`config.mk`:
```
export PLATFORM = sky130hd
export DESIGN_NAME = ais_int_status
export DESIGN_NICKNAME = d
export VERILOG_FILES = /design/src/ais_pkg.sv /design/src/ais_mode_if.sv /design/src/ais_int_status.sv /design/src/ais_mode_ctrl.sv
export VERILOG_INCLUDE_DIRS = /design/src
export SDC_FILE = /design/constraint.sdc
export NUM_CORES = 1
export LEC_CHECK = 0
export BUFFER_PORTS_ARGS = -buffer_cell sky130_fd_sc_hd__buf_2
export CAP_MARGIN = 40
export CORE_ASPECT_RATIO = 1.4
export CORE_UTILIZATION = 52
export DETAILED_ROUTE_END_ITERATION = 10
export PLACE_DENSITY = 0.84
export SETUP_SLACK_MARGIN = 0.2
export SKIP_CTS_REPAIR_TIMING = 1
export SLEW_MARGIN = 30
export SYNTH_ARGS = -nofsm -noshare
export SYNTH_HDL_FRONTEND = slang
export SYNTH_SLANG_ARGS = --single-unit
```
`constraint.sdc`:
```
create_clock -name clk_sys -period 2.4 [get_ports clk_sys]
set_input_delay 0.12 -clock clk_sys [delete_from_list [all_inputs] [get_ports clk_sys]]
set_output_delay 0.12 -clock clk_sys [all_outputs]
set_load 0.005 [all_outputs]
```
`src/ais_params.svh`:
```
/*
  Register offsets, field positions, reset values and mode codes
  of the interrupt status and buffer trigger block.
  Assumes nothing; definitions only.
*/
`ifndef AIS_PARAMS_SVH
`define AIS_PARAMS_SVH

`define AIS_TRIG_OFS 8'h0a
`define AIS_SYSTEM_MODE_STATE_OFS 8'h0b
`define AIS_SRC_OFS 8'h0c

`define AIS_TRIG_LSB 2
`define AIS_NEW_SAMPLE_EVENT_BIT_BIT 0
`define AIS_SRC_DET_LSB 2
`define AIS_SRC_BUF_BIT 6
`define AIS_AUTOSLEEP_EVENT_BIT_BIT 7
`define AIS_GERR_BIT 7
`define AIS_FGT_LSB 2

`define AIS_TRIG_RST 4'h0
`define AIS_SRC_RST 8'h00
`define AIS_FGT_RST 5'h00
`define AIS_FGT_MAX 5'h1f
`define AIS_MSB_ALL 3'h7

`define AIS_MODE_STANDBY 2'h0
`define AIS_MODE_WAKE 2'h1
`define AIS_MODE_SLEEP 2'h2

`endif

```
`src/ais_pkg.sv`:
```
/*
  Types shared by the interrupt status block and its mode controller.
  Assumes ais_params.svh for numeric codes.
*/
`default_nettype none
package ais_pkg;
  typedef enum logic [1:0] {AIS_ST_STANDBY, AIS_ST_WAKE, AIS_ST_SLEEP} ais_state_t;
  typedef logic [1:0] ais_mode_t;
  typedef logic [7:0] ais_byte_t;
endpackage
`default_nettype wire
```
`src/ais_mode_if.sv`:
```
/*
  Carrier from the mode controller to the status block.
  Assumes both ends share clk_sys.
*/
`timescale 1ns/1ps
`default_nettype none
interface ais_mode_if;
  import ais_pkg::*;
  ais_mode_t mode;
  logic chg_p;
  logic low_rate;
  modport ctrl (output mode, output chg_p, output low_rate);
  modport stat (input mode, input chg_p, input low_rate);
endinterface
`default_nettype wire

```
`src/ais_int_status.sv`:
```
/*
  Interrupt source, system mode and buffer trigger registers.
  Assumes a register engine behind the serial port gives one-cycle
  read and write strobes, and the detectors give level interrupts.
*/
// What this block does
// Trigger select bits 5..2 pick detectors that trigger the buffer; reset 0.
// Trigger status bits set only on a detector's rising edge.
// Trigger status bit clears when that detector's source register is read.
// Selected detector edge triggers buffer one cycle later; status 0 means no edge yet.
// Mode field bits 1..0 read 00 standby, 01 wake, 10 sleep.
// Host polls the mode register to track auto sleep and wake.
// Gate error bit 7 sets on detection, clears when the buffer empties.
// Bits 6..2 count sample periods since gate error; zero when cleared.
// Source bit reads 1 once its function asserted, 0 otherwise.
// Source bits set on rising edges, cleared by their own source read.
// New-data bit clears only after all three axis MSB bytes are read.
// No activity beyond the limit moves wake to sleep, low rate, bit 7.
// Wake event moves sleep to wake, high rate, sets bit 7.
// Reading the mode register clears source bit 7.
// Buffer bit 6 sets on overflow or watermark if enabled; status read clears.
// Buffer bit sets again on next sample while the condition holds.
// Transient bit 5 latches its event flag's rising edge if enabled; transient source read clears.
`timescale 1ns/1ps
`default_nettype none
`include "ais_params.svh"
module ais_int_status
  import ais_pkg::*;
#(
  parameter int CNT_W = 8
)
(
  input wire logic clk_sys,
  input wire logic rst_n,
  input wire logic [7:0] reg_addr,
  input wire logic reg_wr,
  input wire logic reg_rd,
  input wire logic [7:0] reg_wdata,
  output logic [7:0] reg_rdata,
  input wire logic [3:0] det_irq,
  input wire logic [3:0] det_int_en,
  input wire logic [3:0] det_src_rd,
  input wire logic [3:0] wake_sel,
  input wire logic active_en,
  input wire logic autosleep_en,
  input wire logic [CNT_W-1:0] inactivity_limit,
  input wire logic odr_tick,
  input wire logic axes_new_data_flag,
  input wire logic drdy_int_en,
  input wire logic [2:0] axis_msb_rd,
  input wire logic buf_ovf,
  input wire logic buf_wmrk,
  input wire logic buf_int_en,
  input wire logic buf_sample_push,
  input wire logic buf_status_rd,
  input wire logic buf_empty,
  input wire logic gate_err_det,
  output logic buffer_trigger,
  output logic high_rate_sel,
  output logic [1:0] sys_mode
);
  ais_mode_if mif ();

  logic [3:0] sel_r, sel_nxt;
  logic [3:0] tstat_r, tstat_nxt;
  logic [3:0] prev_r;
  logic [3:0] rise;
  logic [3:0] det_src_nxt;
  logic [7:0] src_r, src_nxt;
  logic [2:0] msb_r, msb_nxt;
  logic nd_prev_r;
  logic bc_prev_r;
  logic gerr_r, gerr_nxt;
  logic [4:0] fgt_r, fgt_nxt;
  logic trig_r, trig_nxt;
  logic [7:0] rdata_r, rdata_nxt;
  logic nd_rise;
  logic buf_cond;
  logic buf_set;
  logic trig_wr;
  logic system_mode_state_rd;

  assign trig_wr = reg_wr && (reg_addr == `AIS_TRIG_OFS);
  assign system_mode_state_rd = reg_rd && (reg_addr == `AIS_SYSTEM_MODE_STATE_OFS);

  genvar gi;
  generate
    for (gi = 0; gi < 4; gi++)
    begin : g_det
      // edge, not level
      assign rise[gi] = det_irq[gi] && !prev_r[gi];
      // set wins over read clear
      assign tstat_nxt[gi] = (rise[gi] && sel_r[gi]) || (tstat_r[gi] && !det_src_rd[gi]);
      // per function edge latch
      // transient bit, enabled only
      assign det_src_nxt[gi] = (rise[gi] && det_int_en[gi])
                             || (src_r[`AIS_SRC_DET_LSB + gi] && !det_src_rd[gi]);
    end
  endgenerate

  assign nd_rise = axes_new_data_flag && drdy_int_en && !nd_prev_r;
  assign buf_cond = buf_int_en && (buf_ovf || buf_wmrk);
  // re-arm on each new sample
  assign buf_set = buf_cond && (!bc_prev_r || buf_sample_push);

  always_comb
  begin
    sel_nxt = sel_r;
    // software selects triggers
    if (trig_wr)
      sel_nxt = reg_wdata[`AIS_TRIG_LSB +: 4];
    // registered, fires the cycle after the edge
    trig_nxt = |(rise & sel_r);

    src_nxt = src_r;
    // flags show asserted functions
    src_nxt[`AIS_SRC_DET_LSB +: 4] = det_src_nxt;
    src_nxt[1] = 1'b0;
    // cleared only after all MSB reads
    msb_nxt = msb_r;
    if (nd_rise)
    begin
      src_nxt[`AIS_NEW_SAMPLE_EVENT_BIT_BIT] = 1'b1;
      msb_nxt = 3'h0;
    end
    else if (src_r[`AIS_NEW_SAMPLE_EVENT_BIT_BIT])
    begin
      msb_nxt = msb_r | axis_msb_rd;
      if (msb_nxt == `AIS_MSB_ALL)
      begin
        src_nxt[`AIS_NEW_SAMPLE_EVENT_BIT_BIT] = 1'b0;
        msb_nxt = 3'h0;
      end
    end
    // buffer event bit
    if (buf_set)
      src_nxt[`AIS_SRC_BUF_BIT] = 1'b1;
    else if (buf_status_rd)
      src_nxt[`AIS_SRC_BUF_BIT] = 1'b0;
    // mode change sets bit 7
    // mode register read clears it
    if (mif.chg_p)
      src_nxt[`AIS_AUTOSLEEP_EVENT_BIT_BIT] = 1'b1;
    else if (system_mode_state_rd)
      src_nxt[`AIS_AUTOSLEEP_EVENT_BIT_BIT] = 1'b0;

    // gate error, set wins over empty
    gerr_nxt = gerr_r;
    if (gate_err_det)
      gerr_nxt = 1'b1;
    else if (buf_empty)
      gerr_nxt = 1'b0;
    // elapsed periods, saturating
    fgt_nxt = fgt_r;
    if (!gerr_nxt)
      fgt_nxt = `AIS_FGT_RST;
    else if (gerr_r && odr_tick && fgt_r != `AIS_FGT_MAX)
      fgt_nxt = fgt_r + 1'b1;

    rdata_nxt = rdata_r;
    if (reg_rd)
    begin
      case (reg_addr)
        `AIS_TRIG_OFS:
          rdata_nxt = {2'h0, tstat_r, 2'h0};
        // mode code in low bits
        `AIS_SYSTEM_MODE_STATE_OFS:
          rdata_nxt = {gerr_r, fgt_r, mif.mode};
        `AIS_SRC_OFS:
          rdata_nxt = src_r;
        default:
          rdata_nxt = 8'h00;
      endcase
    end
  end

  always_ff @(posedge clk_sys or negedge rst_n)
  begin
    if (!rst_n)
    begin
      sel_r <= `AIS_TRIG_RST;
      tstat_r <= 4'h0;
      prev_r <= 4'h0;
      src_r <= `AIS_SRC_RST;
      msb_r <= 3'h0;
      nd_prev_r <= 1'b0;
      bc_prev_r <= 1'b0;
      gerr_r <= 1'b0;
      fgt_r <= `AIS_FGT_RST;
      trig_r <= 1'b0;
      rdata_r <= 8'h00;
    end
    else
    begin
      sel_r <= sel_nxt;
      tstat_r <= tstat_nxt;
      prev_r <= det_irq;
      src_r <= src_nxt;
      msb_r <= msb_nxt;
      nd_prev_r <= axes_new_data_flag && drdy_int_en;
      bc_prev_r <= buf_cond;
      gerr_r <= gerr_nxt;
      fgt_r <= fgt_nxt;
      trig_r <= trig_nxt;
      rdata_r <= rdata_nxt;
    end
  end

  ais_mode_ctrl #(
    .CNT_W(CNT_W)
  ) u_mode (
    .clk_sys(clk_sys),
    .rst_n(rst_n),
    .active_en(active_en),
    .autosleep_en(autosleep_en),
    .odr_tick(odr_tick),
    .activity(|(rise & det_int_en)),
    .wake_event(|(rise & wake_sel)),
    .inactivity_limit(inactivity_limit),
    .mif(mif.ctrl)
  );

  assign reg_rdata = rdata_r;
  assign buffer_trigger = trig_r;
  // high rate while awake
  assign high_rate_sel = !mif.low_rate;
  assign sys_mode = mif.mode;
endmodule
`default_nettype wire

```
`src/ais_mode_ctrl.sv`:
```
/*
  Standby / wake / sleep controller with the inactivity counter.
  Assumes odr_tick is a one-cycle enable at the sample rate.
*/
`timescale 1ns/1ps
`default_nettype none
`include "ais_params.svh"
module ais_mode_ctrl
  import ais_pkg::*;
#(
  parameter int CNT_W = 8
)
(
  input wire logic clk_sys,
  input wire logic rst_n,
  input wire logic active_en,
  input wire logic autosleep_en,
  input wire logic odr_tick,
  input wire logic activity,
  input wire logic wake_event,
  input wire logic [CNT_W-1:0] inactivity_limit,
  ais_mode_if.ctrl mif
);
  ais_state_t state_r, state_nxt;
  logic [CNT_W-1:0] cnt_r, cnt_nxt;
  logic chg_r, chg_nxt;

  always_comb
  begin
    state_nxt = state_r;
    cnt_nxt = cnt_r;
    chg_nxt = 1'b0;
    case (state_r)
      AIS_ST_STANDBY:
      begin
        cnt_nxt = '0;
        if (active_en)
          state_nxt = AIS_ST_WAKE;
      end
      AIS_ST_WAKE:
      begin
        if (!active_en)
          state_nxt = AIS_ST_STANDBY;
        else if (activity || !autosleep_en)
          cnt_nxt = '0;
        // inactivity past limit
        else if (odr_tick && cnt_r >= inactivity_limit)
        begin
          state_nxt = AIS_ST_SLEEP;
          cnt_nxt = '0;
          chg_nxt = 1'b1;
        end
        else if (odr_tick)
          cnt_nxt = cnt_r + 1'b1;
      end
      AIS_ST_SLEEP:
      begin
        if (!active_en)
          state_nxt = AIS_ST_STANDBY;
        // wake event
        else if (wake_event)
        begin
          state_nxt = AIS_ST_WAKE;
          chg_nxt = 1'b1;
        end
      end
      default:
        state_nxt = AIS_ST_STANDBY;
    endcase
  end

  always_ff @(posedge clk_sys or negedge rst_n)
  begin
    if (!rst_n)
    begin
      state_r <= AIS_ST_STANDBY;
      cnt_r <= '0;
      chg_r <= 1'b0;
    end
    else
    begin
      state_r <= state_nxt;
      cnt_r <= cnt_nxt;
      chg_r <= chg_nxt;
    end
  end

  assign mif.mode = (state_r == AIS_ST_WAKE) ? `AIS_MODE_WAKE :
                    (state_r == AIS_ST_SLEEP) ? `AIS_MODE_SLEEP : `AIS_MODE_STANDBY;
  assign mif.chg_p = chg_r;
  assign mif.low_rate = (state_r == AIS_ST_SLEEP);
endmodule
`default_nettype wire

```
# Word level (Yosys, flattened, before mapping)
# Cells that the tools add are included.
[classes]
n_reduce_logical = 62
muxes = 35
n_addsub = 2
magnitude_cmp = 1
n_eq_ne = 14
bitwise_logic = 4
[op_table]
columns = ["operator", "count"]
rows = [
  ["$mux W8", 4],
  ["$logic_and A1 B1 Y1", 29],
  ["$eq A8 B4 Y1 const B", 3],
  ["$pmux W8 S3", 1],
  ["$mux W2", 8],
  ["$pmux W8 S2", 1],
  ["$mux W1", 14],
  ["$and A4 B4 Y4", 3],
  ["$logic_not A1 Y1", 12],
  ["$reduce_or A4 Y1", 3],
  ["$logic_or A1 B1 Y1", 11],
  ["$mux W5", 2],
  ["$mux W3", 3],
  ["$add A8 B1 Y8 const B", 1],
  ["$ge A8 B8 Y1", 1],
  ["$reduce_bool A2 Y1", 4],
  ["$ne A3 B2 Y1 const B", 2],
  ["$pmux W2 S3", 1],
  ["$add A5 B1 Y5 const B", 1],
  ["$ne A5 B5 Y1 const B", 1],
  ["$ne A2 B2 Y1 const B", 2],
  ["$ne A4 B2 Y1 const B", 1],
  ["$reduce_and A4 Y1", 1],
  ["$eq A3 B3 Y1 const B", 1],
  ["other kinds (8)", 8],
]
[totals]
elab_cells = 134
in_bits = 59
regBits = 50
output_inout_bits = 12

# Logic depth before layout (Yosys ltp)
[depth]
depth_word = 8
ltp_mapped = 9
depth_no_buf = 8

# Hierarchy
# From an unflattened synthesis, not the netlist that was laid out.
[hier_totals]
hier_cells = 262
area_unflattened_um2 = 2658.8
[modules_own_cells]
columns = ["mod", "area_each_um2", "cells_each", "instances", "seq_area_each_um2"]
rows = [
  ["ais_int_status", 1742.9, 164, 1, 975.9],
  ["ais_mode_ctrl", 915.9, 98, 1, 275.3],
]

# Worst setup path after synthesis
# OpenSTA, ideal clock, no wires.
[synth_timing]
path_type = "register to register"
startpoint = "reg u_mode.cnt_r[2]"
endpoint = "reg u_mode.cnt_r[5]"
setup_slack_ps = 524
setup_ps = 66
synth_period_minus_slack_ps = 1876
arrival_time_ps = 1810
stages_incl_launch_ff = 8
n_path_buf = 0
t_required_ps = 2334
path_cell_list = "dfrtp_1 ha_1 and3_1 o21ai_0 a31oi_2 or3_1 o21ai_1 a32o_2"
[synth_via]
elab_chain_cells = 6
word_cells_on_any_way = 10
cone_classes = "1 x add/sub; 1 x order compare; 1 x eq/ne; 5 x mux; 2 x reduce/logical"
[synth_lines]
columns = ["element", "line", "rtl"]
rows = [
  ["start: declaration", "ais_mode_ctrl.sv:25", "logic [CNT_W-1:0] cnt_r, cnt_nxt;"],
  ["start signal: assignment", "ais_mode_ctrl.sv:83", "cnt_r <= cnt_nxt;"],
  ["$add A8 B1 Y8 or $ge A8 B8 Y1 (tied branches)", "ais_mode_ctrl.sv:54, ais_mode_ctrl.sv:47", ""],
  ["$mux W8 or $logic_and A1 B1 Y1 (tied branches)", "ais_mode_ctrl.sv:53, ais_mode_ctrl.sv:47", ""],
  ["$mux W8", "ais_mode_ctrl.sv:47", "else if (odr_tick && cnt_r >= inactivity_limit)"],
  ["$mux W8", "ais_mode_ctrl.sv:44", "else if (activity || !autosleep_en)"],
  ["$mux W8", "ais_mode_ctrl.sv:42", "if (!active_en)"],
  ["$pmux W8 S2", "ais_mode_ctrl.sv:33", "case (state_r)"],
]
# Several ways; a longest one is shown, not always the timed one. The select of a mux whose other input is x is not followed.
# A chain may end at the register's enable or synchronous reset.

# Final worst setup path
[layout_timing]
startpoint = "reg u_mode.cnt_r[2]"
endpoint = "reg u_mode.cnt_r[4]"
# The elaborated chain is that of the path after synthesis.

==> flow_summary.ini <==
[run_status]
status = finished with violations
violations = negative hold slack

[sta]
tightest_slew_ps = 585.4
holdWs_ps = -10.36
rsz0062_at_grt = yes
hold_viol = 2
fin_setup_tns_ps = 0
relSlewSlack_pct = 60.76
fin_skew_ps = 8.568
fin_crit_ps = 2122
setup_violations = 0
clock.fmax_mhz = 471.3
fin_crit_sh_pct = 88.41
slew_violations = 0

[power]
vdd_drop_max_mv = 0.5459
swShare_pct = 31.17
leakage_nw = 1.668
seqPwrFrac_pct = 49.4
power_frac_comb_pct = 25.0
power_mw = 1.992
power.internal_mw = 1.371
power_density_nw_per_um2 = 621.5
power_frac_clock_pct = 25.6
p_sw_mw = 0.6208

[routing]
antenna_left = 0
drtIter0Drc = 126
vias = 2221
drc_errors = 0
post_drt_wl_per_cell_um = 13.73
wirelength_um = 5657
drt-vias-per-instance = 5.391
drt_pass1_iterations = 4

[synthesis]
synth_top_area_cell = dfrtp_1
avgSynthCellArea_um2 = 9.808
yosysMostFrequentCell = dfrtp_1
yosys.area_share.adder_pct = 7.167
async_flop_share_pct = 100.0
synthXorXnorAreaFrac_pct = 2.341
synth_top_area_share_pct = 47.78
synth_nets = 341
synth_compound_area_share_pct = 16.67
ys_types = 45
synth_top_family_by_area = simple AND/OR/NAND/NOR gates
synth_flop_cell = dfrtp_1
synth_edf_count = 0
synth.area.mux_share_pct = 2.484
synthSimpleGateAreaFrac_pct = 18.06
synth_seq_cells = 50
synthTopCellsByCount = dfrtp_1, inv_1, o21ai_0, nand2_1, nor2_1
yosysWarnings = 0
syn_inst = 267
yosysSeqAreaShare_pct = 47.78
synth_area_leaders = dfrtp_1, ha_1, inv_1
syn-cell-area_um2 = 2619

[critical_path]
crit_path_start_kind = flop
path_class = flop to flop
r2r-end = u_mode.cnt_r[4]
cp_data_required_time_ps = 2620
rr_startpoint = u_mode.cnt_r[2]
r2r_setup_slack_ps = 280
crit_path_end_kind = flop
crit_fanout = 6
cp.arrival_ps = 2340
worstRegToRegCells = 7

[layout]
final_util_pct = 66.18
n_antenna_cell = 0
stdcell_area_um2 = 3204
final_nets = 421
drive_gt1_share_pct = 26.15
area_growth_pct = 22.36

[global_routing]
grt.overflow.total = 0
grt_pass1_wl_um = 8901
track_usage_pct = 22.61
grt_pass1_vias = 2077
antenna_found_initial = 0
grt_start_max_net_pins = 32

[clock_network]
cts-root-buf = clkbuf_8
cts_htree_levels = 2
clk_pin_slew_ps = 90
tritoncts = built
clk_latency_ps = 310
clock_path_buffers = 2
cts.sinks = 50
cts_buffers = 5

[die]
core_area_um2 = 4842
rows = 30
start_util_pct = 54.08
die-area_um2 = 5328
die_w_um = 61.98
die_y_um = 85.97
ioPinCount = 71

[worst_hold_path]
min_to = tstat_r[1]
min_path_cells = 2
min_path_type = input port to flop
min-delay-start = det_src_rd[1]

[place]
gp_congestion = 0.8707
dpl.hpwl_um = 4331
io_buffers = 66
place_area_um2 = 3028

[job]
maxCapViolCount = 0
## power groups by stage
stage | combinational [mW] | clock, mW | sequential, mW
2_1_floorplan | 0.321 | 0 | 0.982
3_3_place_gp | 0.445 | 0 | 0.995
3_5_place_dp | 0.468 | 0 | 1.00
4_1_cts | 0.471 | 0.514 | 0.984
5_1_grt | 0.564 | 0.542 | 0.996
6_report | 0.497 | 0.510 | 0.985
## layout by cell type, fill, tap and decap left out, types with 3 or more instances in the layout
cell and count:
buf_2 66, dfrtp_1 50, inv_1 36, o21ai_0 19
nand2_1 18, nor2_1 17, ha_1 15, a21oi_1 11
a22oi_1 9, nor2b_1 8, nand4_1 7, dlygate4sd3_1 7
nand3_1 6, xor2_1 6, clkbuf_8 6, and3_1 5
o22ai_1 5, o21ai_1 5, o21a_1 4, a21o_1 4
nand2b_1 4, mux2_1 4, nand3b_2 3
## worst max-delay path by stage
stage / endpoint / cells past startpoint / start / slack (ps)
after floorplan: u_mode.cnt_r[5] / 7 / u_mode.cnt_r[2] / 520
after global placement: u_mode.cnt_r[5] / 7 / u_mode.cnt_r[2] / 400
after detailed placement: u_mode.cnt_r[0] / 7 / u_mode.cnt_r[2] / 340
after CTS: u_mode.cnt_r[0] / 7 / u_mode.cnt_r[2] / 330
after global routing: u_mode.cnt_r[4] / 7 / u_mode.cnt_r[2] / 140
final: u_mode.cnt_r[4] / 7 / u_mode.cnt_r[2] / 280
## area by class of cell
| class | count | area (µm²) |
|---|---|---|
| clock buffer | 7 | 86.33 |
| clock inverter | 1 | 5.005 |
| fill | 378 | 1638 |
| inverter | 36 | 135.1 |
| multi-input combinational | 179 | 1231 |
| sequential | 50 | 1251 |
| tap | 64 | 80.08 |
| timing repair buffer | 75 | 415.4 |
## stage by stage
stage / hold WS (ps) / worst slack, ps / instances
floorplan: -175.6 / 524.5 / 267
global placement: 86.89 / 405.0 / 396
detailed placement: 94.42 / 343.7 / 396
CTS: -245.2 / 332.0 / 404
global route: 7.116 / 137.5 / 412
finish: -10.36 / 278.1 / 412
## critical path: stages, from the launching register on
cell and delay (ps):
dfrtp_1 450, ha_1 320, and3_1 180, o21ai_0 180
a31oi_2 200, o311ai_2 290, nand2b_1 180, o22ai_1 230
## registers in the layout, indices dropped and copies added, names as in the netlist
name / flops
bc_prev_r: 1
buffer_trigger: 1
fgt_r: 5
gerr_r: 1
msb_r: 3
nd_prev_r: 1
prev_r: 4
reg_rdata: 8
sel_r: 4
src_r: 7
tstat_r: 4
u_mode.cnt_r: 8
u_mode.mif.chg_p: 1
u_mode.state_r: 2
## kinds of logic after synthesis
logic type,after synthesis
DFF,50
adders and majority gates,15
AOI/OAI and AO/OA,68
buffers and inverters,38
xor gates and xnor gates,7
muxes,6
and+or+nand+nor,83
## layer usage
metal	share of wire, %	up-vias	routed length (µm)	GRT usage (%)
li1	-	1090	-	-
met5	0	-	0	0
met1	40	1039	2271	27.71
met4	2.5	0	140	9.293
met3	6.3	15	356	5.279
met2	51	77	2889	37.14
No activity file was read; power rests on OpenSTA's default activity.
